===== src/rwk_consts.svh =====
`ifndef RWK_CONSTS_SVH
`define RWK_CONSTS_SVH

// register addresses on the core's special-function bus
`define RWK_ADDR_CONFIG 8'ha1
`define RWK_ADDR_SUBSEC 8'ha2
`define RWK_ADDR_SEC 8'ha3
`define RWK_ADDR_MIN 8'ha4
`define RWK_ADDR_HOUR 8'ha5
`define RWK_ADDR_ALARM_INTERVAL_REGISTER 8'ha6
`define RWK_ADDR_KEY 8'hc1
`define RWK_ADDR_PINCFG 8'hff
`define RWK_ADDR_POWER 8'hc5

// unlock keys
`define RWK_KEY_POWER 8'ha7
`define RWK_KEY_TIME 8'hea

// pin configuration fields
`define RWK_PC_CAL_EN 7
`define RWK_PC_CAL_FREQ_SELECT_HI 6
`define RWK_PC_CAL_FREQ_SELECT_LO 5
`define RWK_PC_IRQB_HI 3
`define RWK_PC_IRQB_LO 1
`define RWK_PC_IRQA 0
`define RWK_PINCFG_RST 8'h00
`define RWK_KEY_RST 8'h00
`define RWK_POWER_RST 8'h00

// counter wrap points
`define RWK_SUBSEC_MAX 8'd127
`define RWK_SEC_MAX 8'd59
`define RWK_MIN_MAX 8'd59

// rtc clock: 32768 Hz; terminal counts, one less than the 32.768 kHz ticks per cal output half period or per full 128 Hz step
`define RWK_RTC_HZ 32768
`define RWK_TICKS_PER_SUBSEC 8'd255
`define RWK_HALF_1HZ 16'd16383
`define RWK_HALF_512HZ 16'd31
`define RWK_HALF_500HZ 16'd32
`define RWK_HALF_16KHZ 16'd0
`define RWK_SLOW_DIV 8'd255

`endif


===== src/rwk_pkg.sv =====
package rwk_pkg;
  typedef struct packed {
    logic cal_output_enable;
    logic [1:0] cal_freq_select;
    logic reserved;
    logic [2:0] ext_irq_b_pin_function;
    logic ext_irq_a_pin_function;
  } rwk_pincfg_t;

  typedef struct packed {
    logic wr;
    logic [7:0] addr;
    logic [7:0] data;
  } rwk_wr_t;

  typedef enum logic [1:0] {
    RWK_LOCKED,
    RWK_POWER_OPEN,
    RWK_TIME_OPEN
  } rwk_lock_t;

  typedef enum logic [1:0] {
    RWK_IRQB_GPIO,
    RWK_IRQB_BATT,
    RWK_IRQB_OFF,
    RWK_IRQB_ON
  } rwk_irqb_t;
endpackage


===== src/rwk_slow_sync.sv =====
`timescale 1ns/100ps
`include "rwk_consts.svh"
// carries a core-side byte into the 128 Hz update domain; the core holds the
// value steady and the transfer completes on the second 128 Hz edge
module rwk_slow_sync
  import rwk_pkg::*;
(
  // clocks
  input wire logic clk,
  input wire logic rst,
  input wire logic slow_tick,
  // data
  input wire logic [7:0] core_val,
  output logic [7:0] rtc_val
);
  logic [7:0] hold_r;

  // first 128 Hz edge latches, second publishes: worst case two periods
  always_ff @(posedge clk or posedge rst) begin
    if (rst) begin
      hold_r <= 8'h00;
    end else if (slow_tick) begin
      hold_r <= core_val;
    end
  end

  always_ff @(posedge clk or posedge rst) begin
    if (rst) begin
      rtc_val <= 8'h00;
    end else if (slow_tick) begin
      rtc_val <= hold_r;
    end
  end
endmodule


===== src/rwk_top.sv =====
// Functional notes
// - With the calibration enable bit 7 set, the selected calibration pulse drives the cal pin.
// - Irq A bit enables its input; irq B field picks gpio, battery control, off or on.
// - Power control writes are accepted only after key 0xa7 is loaded.
// - Pin configuration and timekeeping writes require key 0xea first.
// - Timekeeping counter writes are blocked unless the time key is held.
// - The timekeeping counters advance on the 32.768 kHz rtc tick.
// - Configuration and interval registers pass into the rtc on the 128 Hz tick.
// - Those writes reach the rtc within two 128 Hz periods.
// - The sub-second counter steps each 1/128 s, wraps 127 to 0 and carries into seconds.
`timescale 1ns/100ps
`include "rwk_consts.svh"
module rwk_top
  import rwk_pkg::*;
(
  // clock and reset
  input wire logic clk,
  input wire logic rst,
  // 32.768 kHz crystal pulse, asynchronous to clk
  input wire logic rtc_xtal,
  // core register bus
  input wire logic sfr_wr,
  input wire logic [7:0] sfr_addr,
  input wire logic [7:0] sfr_wdata,
  output logic [7:0] sfr_rdata,
  // external pins
  input wire logic ext_irq_a_in,
  input wire logic ext_irq_b_in,
  output logic shared_cal_pin,
  output logic shared_cal_pin_oe,
  output logic ext_irq_a_req,
  output logic ext_irq_b_req,
  output logic battery_control_input,
  output logic ext_irq_b_gpio_in,
  // values seen inside the rtc
  output logic [7:0] power_control_register,
  output logic [7:0] rtc_config_q,
  output logic [7:0] alarm_interval_q
);
  logic [2:0] xtal_sync_r;
  logic [1:0] irqa_sync_r;
  logic [1:0] irqb_sync_r;
  logic rtc_tick;
  logic [7:0] write_key_register;
  rwk_pincfg_t pincfg_r;
  rwk_lock_t lock;
  logic [7:0] rtc_config_register;
  logic [7:0] alarm_interval_register;
  logic [7:0] sub_second_counter;
  logic [7:0] sec_r;
  logic [7:0] min_r;
  logic [7:0] hour_r;
  logic [7:0] tick_cnt_r;
  logic [7:0] slow_cnt_r;
  logic slow_tick;
  logic [15:0] cal_cnt_r;
  logic [15:0] cal_half;
  logic cal_wave_r;
  logic subsec_wrap;
  rwk_irqb_t irqb_mode;

  function automatic logic wr_hit(input logic wr, input logic [7:0] a, input logic [7:0] b);
    wr_hit = wr && (a == b);
  endfunction

  function automatic logic is_time_reg(input logic [7:0] a);
    is_time_reg = (a == `RWK_ADDR_SUBSEC) || (a == `RWK_ADDR_SEC) ||
                  (a == `RWK_ADDR_MIN) || (a == `RWK_ADDR_HOUR) ||
                  (a == `RWK_ADDR_PINCFG);
  endfunction

  // pin synchronisers; stage 0 is read only by stage 1
  always_ff @(posedge clk or posedge rst) begin
    if (rst) begin
      xtal_sync_r <= 3'h0;
      irqa_sync_r <= 2'h0;
      irqb_sync_r <= 2'h0;
    end else begin
      xtal_sync_r <= {xtal_sync_r[1:0], rtc_xtal};
      irqa_sync_r <= {irqa_sync_r[0], ext_irq_a_in};
      irqb_sync_r <= {irqb_sync_r[0], ext_irq_b_in};
    end
  end

  assign rtc_tick = xtal_sync_r[1] && !xtal_sync_r[2];

  always_comb begin
    unique case (write_key_register)
      `RWK_KEY_POWER: lock = RWK_POWER_OPEN;
      `RWK_KEY_TIME: lock = RWK_TIME_OPEN;
      default: lock = RWK_LOCKED;
    endcase
  end

  // a protected write spends the key so runaway code cannot follow through
  always_ff @(posedge clk or posedge rst) begin
    if (rst) begin
      write_key_register <= `RWK_KEY_RST;
    end else if (wr_hit(sfr_wr, sfr_addr, `RWK_ADDR_KEY)) begin
      write_key_register <= sfr_wdata;
    end else if (sfr_wr && lock == RWK_TIME_OPEN && is_time_reg(sfr_addr)) begin
      write_key_register <= 8'h00;
    end else if (wr_hit(sfr_wr, sfr_addr, `RWK_ADDR_POWER) && lock == RWK_POWER_OPEN) begin
      write_key_register <= 8'h00;
    end
  end

  always_ff @(posedge clk or posedge rst) begin
    if (rst) begin
      power_control_register <= `RWK_POWER_RST;
    end else if (wr_hit(sfr_wr, sfr_addr, `RWK_ADDR_POWER) && lock == RWK_POWER_OPEN) begin
      power_control_register <= sfr_wdata;
    end
  end

  always_ff @(posedge clk or posedge rst) begin
    if (rst) begin
      pincfg_r <= `RWK_PINCFG_RST;
    end else if (wr_hit(sfr_wr, sfr_addr, `RWK_ADDR_PINCFG) && lock == RWK_TIME_OPEN) begin
      // bit 4 is reserved and always reads back as zero
      pincfg_r <= {sfr_wdata[7:5], 1'b0, sfr_wdata[3:0]};
    end
  end

  // config and interval are not key protected
  always_ff @(posedge clk or posedge rst) begin
    if (rst) begin
      rtc_config_register <= 8'h00;
      alarm_interval_register <= 8'h00;
    end else begin
      if (wr_hit(sfr_wr, sfr_addr, `RWK_ADDR_CONFIG)) begin
        rtc_config_register <= sfr_wdata;
      end
      if (wr_hit(sfr_wr, sfr_addr, `RWK_ADDR_ALARM_INTERVAL_REGISTER)) begin
        alarm_interval_register <= sfr_wdata;
      end
    end
  end

  // 128 Hz tick: 256 crystal ticks
  always_ff @(posedge clk or posedge rst) begin
    if (rst) begin
      slow_cnt_r <= 8'h00;
    end else if (rtc_tick) begin
      slow_cnt_r <= (slow_cnt_r == `RWK_SLOW_DIV) ? 8'h00 : slow_cnt_r + 8'h01;
    end
  end
  assign slow_tick = rtc_tick && (slow_cnt_r == `RWK_SLOW_DIV);

  rwk_slow_sync u_cfg_sync (
    .clk(clk),
    .rst(rst),
    .slow_tick(slow_tick),
    .core_val(rtc_config_register),
    .rtc_val(rtc_config_q)
  );

  rwk_slow_sync u_alarm_interval_register_sync (
    .clk(clk),
    .rst(rst),
    .slow_tick(slow_tick),
    .core_val(alarm_interval_register),
    .rtc_val(alarm_interval_q)
  );

  // timekeeping counters step on the crystal tick
  always_ff @(posedge clk or posedge rst) begin
    if (rst) begin
      tick_cnt_r <= 8'h00;
    end else if (rtc_tick) begin
      tick_cnt_r <= (tick_cnt_r == `RWK_TICKS_PER_SUBSEC) ? 8'h00 : tick_cnt_r + 8'h01;
    end
  end

  assign subsec_wrap = rtc_tick && (tick_cnt_r == `RWK_TICKS_PER_SUBSEC) &&
                       (sub_second_counter == `RWK_SUBSEC_MAX);

  // a protected write wins over the tick in the same cycle
  always_ff @(posedge clk or posedge rst) begin
    if (rst) begin
      sub_second_counter <= 8'h00;
    end else if (wr_hit(sfr_wr, sfr_addr, `RWK_ADDR_SUBSEC) && lock == RWK_TIME_OPEN) begin
      sub_second_counter <= sfr_wdata;
    end else if (rtc_tick && tick_cnt_r == `RWK_TICKS_PER_SUBSEC) begin
      sub_second_counter <= subsec_wrap ? 8'h00 : sub_second_counter + 8'h01;
    end
  end

  // hours count freely to 255; 24 hour mode lives in the omitted cascade
  always_ff @(posedge clk or posedge rst) begin
    if (rst) begin
      sec_r <= 8'h00;
      min_r <= 8'h00;
      hour_r <= 8'h00;
    end else begin
      if (wr_hit(sfr_wr, sfr_addr, `RWK_ADDR_SEC) && lock == RWK_TIME_OPEN) begin
        sec_r <= sfr_wdata;
      end else if (subsec_wrap) begin
        sec_r <= (sec_r == `RWK_SEC_MAX) ? 8'h00 : sec_r + 8'h01;
      end
      if (wr_hit(sfr_wr, sfr_addr, `RWK_ADDR_MIN) && lock == RWK_TIME_OPEN) begin
        min_r <= sfr_wdata;
      end else if (subsec_wrap && sec_r == `RWK_SEC_MAX) begin
        min_r <= (min_r == `RWK_MIN_MAX) ? 8'h00 : min_r + 8'h01;
      end
      if (wr_hit(sfr_wr, sfr_addr, `RWK_ADDR_HOUR) && lock == RWK_TIME_OPEN) begin
        hour_r <= sfr_wdata;
      end else if (subsec_wrap && sec_r == `RWK_SEC_MAX && min_r == `RWK_MIN_MAX) begin
        hour_r <= hour_r + 8'h01;
      end
    end
  end

  // calibration wave; rates are crystal-derived approximations of the nominal
  always_comb begin
    unique case (pincfg_r.cal_freq_select)
      2'b00: cal_half = `RWK_HALF_1HZ;
      2'b01: cal_half = `RWK_HALF_512HZ;
      2'b10: cal_half = `RWK_HALF_500HZ;
      2'b11: cal_half = `RWK_HALF_16KHZ;
    endcase
  end

  always_ff @(posedge clk or posedge rst) begin
    if (rst) begin
      cal_cnt_r <= 16'h0000;
      cal_wave_r <= 1'b0;
    end else if (!pincfg_r.cal_output_enable) begin
      cal_cnt_r <= 16'h0000;
      cal_wave_r <= 1'b0;
    end else if (rtc_tick) begin
      if (cal_cnt_r >= cal_half) begin
        cal_cnt_r <= 16'h0000;
        cal_wave_r <= ~cal_wave_r;
      end else begin
        cal_cnt_r <= cal_cnt_r + 16'h0001;
      end
    end
  end

  assign shared_cal_pin = cal_wave_r;
  assign shared_cal_pin_oe = pincfg_r.cal_output_enable;

  // interrupt pin functions
  always_comb begin
    if (pincfg_r.ext_irq_b_pin_function[2:1] == 2'b11) begin
      irqb_mode = RWK_IRQB_ON;
    end else if (pincfg_r.ext_irq_b_pin_function[2:1] == 2'b01) begin
      irqb_mode = RWK_IRQB_OFF;
    end else if (pincfg_r.ext_irq_b_pin_function[1:0] == 2'b01) begin
      irqb_mode = RWK_IRQB_BATT;
    end else begin
      irqb_mode = RWK_IRQB_GPIO;
    end
  end

  assign ext_irq_a_req = pincfg_r.ext_irq_a_pin_function && irqa_sync_r[1];
  assign ext_irq_b_req = (irqb_mode == RWK_IRQB_ON) && irqb_sync_r[1];
  assign battery_control_input = (irqb_mode == RWK_IRQB_BATT) && irqb_sync_r[1];
  assign ext_irq_b_gpio_in = (irqb_mode == RWK_IRQB_GPIO) && irqb_sync_r[1];

  always_comb begin
    unique case (sfr_addr)
      `RWK_ADDR_CONFIG: sfr_rdata = rtc_config_register;
      `RWK_ADDR_SUBSEC: sfr_rdata = sub_second_counter;
      `RWK_ADDR_SEC: sfr_rdata = sec_r;
      `RWK_ADDR_MIN: sfr_rdata = min_r;
      `RWK_ADDR_HOUR: sfr_rdata = hour_r;
      `RWK_ADDR_ALARM_INTERVAL_REGISTER: sfr_rdata = alarm_interval_register;
      `RWK_ADDR_KEY: sfr_rdata = write_key_register;
      `RWK_ADDR_PINCFG: sfr_rdata = pincfg_r;
      `RWK_ADDR_POWER: sfr_rdata = power_control_register;
      default: sfr_rdata = 8'h00;
    endcase
  end
endmodule


===== config.mk =====
export PLATFORM = sky130hd
export DESIGN_NAME = rwk_top
export DESIGN_NICKNAME = d
export VERILOG_FILES = /design/src/rwk_pkg.sv /design/src/rwk_slow_sync.sv /design/src/rwk_top.sv
export VERILOG_INCLUDE_DIRS = /design/src
export SDC_FILE = /design/constraint.sdc
export NUM_CORES = 1
export LEC_CHECK = 0
export ABC_AREA = 0
export BUFFER_PORTS_ARGS = -buffer_cell sky130_fd_sc_hd__clkbuf_2
export CORE_ASPECT_RATIO = 1.2
export CORE_MARGIN = 3
export CORE_UTILIZATION = 66
export CTS_BUF_LIST = sky130_fd_sc_hd__clkbuf_2
export CTS_CLUSTER_SIZE = 20
export DETAILED_ROUTE_END_ITERATION = 8
export GPL_TIMING_DRIVEN = 0
export PLACE_DENSITY_LB_ADDON = 0.08
export SETUP_SLACK_MARGIN = 0.3
export SLEW_MARGIN = 10
export SYNTH_ARGS = -nofsm -noshare
export SYNTH_HDL_FRONTEND = slang
export SYNTH_SLANG_ARGS = --single-unit
export TNS_END_PERCENT = 1

===== constraint.sdc =====
create_clock -name clk -period 12.1 [get_ports clk]
set_input_delay 0.605 -clock clk [delete_from_list [all_inputs] [get_ports clk]]
set_output_delay 0.605 -clock clk [all_outputs]
set_load 0.05 [all_outputs]

---- Yosys cells after proc, flatten, opt, wreduce, memory -nomap -nowiden ----
Cells that the tools add are included.
cells by class
  add/sub/neg operators ................... 7
  $lt $le $gt $ge ......................... 1
  equal/unequal tests ..................... 28
  multiplexer cells ....................... 28
  bitwise logic cells ..................... 1
  reductions and logical operators ........ 40
operators by type and width
  cell                   count
  $mux 8                 16
  $eq 8x8->1 const B     13
  $pmux 8 s9             1
  $pmux 16 s4            1
  $add 8x1->8 const B    6
  $mux 16                3
  $logic_and 1x1->1      27
  $add 16x1->16 const B  1
  $eq 8x6->1 const B     2
  $ge 16x16->1           1
  $eq 2x1->1 const B     5
  $eq 2x2->1 const B     5
  $eq 8x7->1 const B     1
  $reduce_bool 2->1      4
  $logic_not 2->1        2
  $logic_or 1x1->1       4
  $mux 1                 4
  $mux 2                 2
  $pmux 2 s2             1
  $reduce_bool 3->1      1
  $ne 2x1->1 const B     1
  $ne 2x2->1 const B     1
  $reduce_and 2->1       1
  $logic_not 1->1        1
  $not 1->1              1
storage, ports and cells
  flip-flop bits (word level) ............. 143
  input bits .............................. 22
  output and inout bits ................... 38
  logic and storage cells ................. 128

---- Logic depth before layout (Yosys ltp) ----
  depth after elaboration ................. 8
  gate-level depth with buffers ........... 8
  depth with buffers taken out ............ 7

---- Modules after synthesis ----
A second synthesis with hierarchy kept.
unflattened totals
  cell total of the unflattened synthesis .. 695
  area total of the unflattened synthesis .. 7,596.0 um2
modules (own cells, without submodules)
  module         instances  cells an instance  area each (um2)  sequential area each (um2)
  rwk_top        1          625                6,289.8          2,777.7
  rwk_slow_sync  2          35                 653.1            400.4

---- Worst setup path before layout ----
OpenSTA, ideal clock, no wires.
  kind .................................... input port to output port
  start point ............................. in sfr_addr[1]
  end point ............................... out sfr_rdata[5]
  arrival ................................. 2.188 ns
  setup slack ............................. 9.307 ns
  stages .................................. 6
  path through ............................ nand2b_1 nor4_2 clkbuf_1 a22oi_1 o22a_1 nand3_1
on the way
  cells in the longest elaborated chain, start to end .. 2
ends and longest elaborated chain
  what            RTL line        text
  from (decl)     rwk_top.sv:23   input wire logic [7:0] sfr_addr,
  $eq 8x8->1      rwk_top.sv:263  unique case (sfr_addr)
  $pmux 8 s9 (*)  rwk_top.sv:263
  to (decl)       rwk_top.sv:25   output logic [7:0] sfr_rdata,
Mark *: on every way between the ends. The rest lies on a longest branch, timed or not.

---- Worst setup path in the final report ----
  start point ............................. in sfr_addr[1]
  end point ............................... out sfr_rdata[7]
The elaborated chain is that of the path after synthesis.

==> metrics <==
Die Outline Area 0.01240 mm2; main combinational cell family by area after synthesis simple AND/OR/NAND/NOR gates; delay-heaviest family, CP simple AND/OR/NAND/NOR gates; count of H-tree levels built during CTS 4; Fmax 0.2876 GHz; part of the Yosys area used for sequential elements 0.4886; clock buffers created by TritonCTS 17; layout overhead on the synthesized area 10.04%; share of synthesized cell area in and, or, nand and nor gates 0.1941; clock input transition at the sequential cells of the worst setup and hold paths 0.23 ns; count of buffers from port buffering 53; Final nets 813; area inside the core boundary 0.01067 mm2; sequence of cells on the critical path clkbuf_2, nand2b_1, nor4_2, clkbuf_1, a22oi_1, o22a_1, nand3_1, clkbuf_2; Net Count, Synth 736; register bit total from synthesis 143; end of the worst register-to-register path cal_cnt_r[7]$_DFFE_PP0P_; GRT Total Usage 0.3090; final critical delay including setup and external delays 3.477 ns; Residual DRC 0; antenna violations before repair 1; number of buffer and inverter instances along the worst setup path 3; total count of max-transition violations in the final report 0; total count of hold-check failures in the final report 0; worst clock skew 0.02457 ns; layout cells sized above 1 0.2255; area share of the largest cell type after synthesis 0.4886; multiplexer share of the synthesized area 0.1004; most prevalent standard cell on the critical path sky130_fd_sc_hd__clkbuf_2; worst-path fanout max 10; remaining max-slew budget at the tightest pin 0.2556; largest net degree at the start of global routing 90; starting DRC count in detailed routing 550; leading cell type by number of instances after synthesis sky130_fd_sc_hd__dfrtp_1; detailed-router iteration count before antenna repair 5; vias per inst 6.521; power density over the cells 115.7 mW/mm2; compound-cell area share of the yosys netlist 0.1238; cells after synthesis 695; hold crit path type primary input to flip-flop; first-pass GRT wire length 29460 um; drt total wl 18040 um; number of global-route vias before repair 5911; total power consumption of the routed design 932.2 uW; synthesis warning total 0; count of cells along the worst register-to-register path 8; setup violation total in the final timing report 0; Detailed Place HPWL 12670 um; final antenna-violating net count 0; crit path DAT 2.87 ns; setup repair after global routing missed its margin false; Root Buffer Master sky130_fd_sc_hd__clkbuf_2; number of unique standard cell types used by synthesis 67; # fillers 781; post-layout instance count excluding filler cells 915; proportion of register bits with asynchronous set or reset after synthesis 1.000; most instantiated cells after synthesis sky130_fd_sc_hd__dfrtp_1, sky130_fd_sc_hd__nand2_1, sky130_fd_sc_hd__mux2_2, sky130_fd_sc_hd__nor2_1, sky130_fd_sc_hd__nand3_1; kind of critical path primary input to output port; boundary pin count 60; Hold EP hour_r[3]$_DFFE_PP0P_; delay of the slowest cell on the worst path 0.60 ns; post-synth top area cell sky130_fd_sc_hd__dfrtp_1; row count 41; max-cap check violation count 0; routability-driven placement congestion ratio 0.9791; setup fix buffers added after clock tree synthesis 0; Die Span X 102.2 um; launch instance of the worst min-delay path sfr_wdata[3]; total number of vias 5967; count of cells along the worst hold path 3; data required time of the worst path 11.49 ns; share of the core filled with cells 0.7554; status finished, final reports clean; arithmetic-cell share of the synthesized area counting full adders, half adders and majority gates 0.03246; final clock period utilization by the worst path 0.2873; number of enable flip-flop cells after synthesis 0; maximum number of buffers from clock root to sink 2; Worst Tran Pin Value 1.114 ns; setup_tns 0 ns; Avg Cell Area, Syn 10.54 um2; later-pin clock latency in the skew report 0.73 ns; beginning of the worst register-to-register path pincfg_r[6]$_DFFE_PP0P_; post-synthesis instance area 0.007325 mm2; main flop type after synthesis sky130_fd_sc_hd__dfrtp_1; worst ir drop on vdd 0.08109 mV; number of placed instances, taps included 878; number of sinks on the clock net 143; R2R setup slack 9.23 ns; leakage component of the power 0.003728 uW; post-synthesis xor/xnor area fraction 0.03348; initial standard-cell utilization of the core 0.6864; Critical Path Slowest Stage Cell sky130_fd_sc_hd__nor4_2; largest cells by area after synthesis sky130_fd_sc_hd__dfrtp_1, sky130_fd_sc_hd__mux2_2, sky130_fd_sc_hd__nand2_1, sky130_fd_sc_hd__ha_1, sky130_fd_sc_hd__nor2_1; detail-routed net length per standard cell 19.72 um; nature of the critical path startpoint primary input; clock tree from TritonCTS done; Critical Path Sink Type output port; vertical die dimension 121.4 um; sum of overflow across all layers after global routing 0
[report_power, final]
part	internal [uW]	switching, uW	leakage (uW)
combinational	45.8	65.8	0.00180
clock	81.6	196	0.000138
sequential	507	35.4	0.00179
total	635	298	0.00373
[stage by stage]
stage / hold WS, ns / setup slack [ns] / area [um2]
final: 0.1993 / 8.623 / 8060
after global routing: 0.1307 / 8.498 / 8060
after CTS: 0.1275 / 8.693 / 8058
after detailed placement: 0.3358 / 8.697 / 7784
after global placement: 0.3324 / 6.337 / 7751
after floorplan: 0.3312 / 7.657 / 7325
[state kept, by name, indices dropped and copies added (netlist names), 3 cells and up]
| register | count |
|---|---|
| hour_r | 8 |
| u_alarm_interval_register_sync.rtc_val | 8 |
| u_alarm_interval_register_sync.hold_r | 8 |
| slow_cnt_r | 8 |
| tick_cnt_r | 8 |
| pincfg_r | 6 |
| power_control_register | 8 |
| alarm_interval_register | 8 |
| rtc_config_register | 8 |
| write_key_register | 8 |
| u_cfg_sync.hold_r | 8 |
| u_cfg_sync.rtc_val | 8 |
| cal_cnt_r | 16 |
| sub_second_counter | 8 |
| sec_r | 8 |
| xtal_sync_r | 3 |
| min_r | 8 |
[layout make-up]
cell class	instances	area (um2)	area share
flip-flops and latches	143	3578	0.4440
multi-input cells	509	3547	0.4401
repair buffers	58	332.8	0.04129
well taps	129	161.4	0.02002
plain buffers	32	157.7	0.01956
clock inverters	15	148.9	0.01847
clock buffers	17	85.08	0.01056
inverters	11	46.29	0.005744
diodes	1	2.502	0.0003105
[logic make-up after synthesis]
family                     count (synthesis)
xor gates and xnor gates                  28
adders and majority gates                 19
AOI/OAI and AO/OA                        131
muxes                                     66
DFF                                      143
and+or+nand+nor                          265
buffers and inverters                     43
[worst max-delay path by stage]
stage,startpoint,end,depth (start not counted)
global route,sfr_addr[1],sfr_rdata[3],8
finish,sfr_addr[1],sfr_rdata[7],8
global placement,rst,hour_r[0]$_DFFE_PP0P_,2
CTS,sfr_addr[1],sfr_rdata[3],8
floorplan,rst,alarm_interval_register[0]$_DFFE_PP0P_,1
detailed placement,sfr_addr[1],sfr_rdata[3],8
[layout by cell type, fill, tap and decap left out, types with 11 or more instances in the layout]
cell,count
sky130_fd_sc_hd__dfrtp_1,143
sky130_fd_sc_hd__a22oi_1,19
sky130_fd_sc_hd__nand3_1,31
sky130_fd_sc_hd__a31oi_1,11
sky130_fd_sc_hd__clkbuf_2,72
sky130_fd_sc_hd__a21oi_1,18
sky130_fd_sc_hd__xor2_1,11
sky130_fd_sc_hd__ha_1,19
sky130_fd_sc_hd__nand4_1,16
sky130_fd_sc_hd__clkbuf_1,16
sky130_fd_sc_hd__nor3_1,14
sky130_fd_sc_hd__xnor2_1,17
sky130_fd_sc_hd__and3_1,11
sky130_fd_sc_hd__o21ai_0,29
sky130_fd_sc_hd__nand2_1,70
sky130_fd_sc_hd__nor2_1,47
sky130_fd_sc_hd__mux2_2,60
[timing repair]
item | in CTS | in global routing
hold buffers | 4 | 0
hold endpoints to repair | 57 | 0
resized for setup | 0 | 0
[routing by layer]
layer,share of wire,routed length (um),global-route usage
met5,0,0,0
met4,0.045,803,0.1559
met3,0.070,1255,0.06210
met2,0.49,8769,0.4911
met1,0.40,7216,0.3995
[tightest hold or removal path: stages]
cell                      delay [ns]
sky130_fd_sc_hd__buf_4          0.18
sky130_fd_sc_hd__nand2_1        0.07
sky130_fd_sc_hd__o21ai_0        0.07
Note: power is estimated with default switching activity, not from simulation.
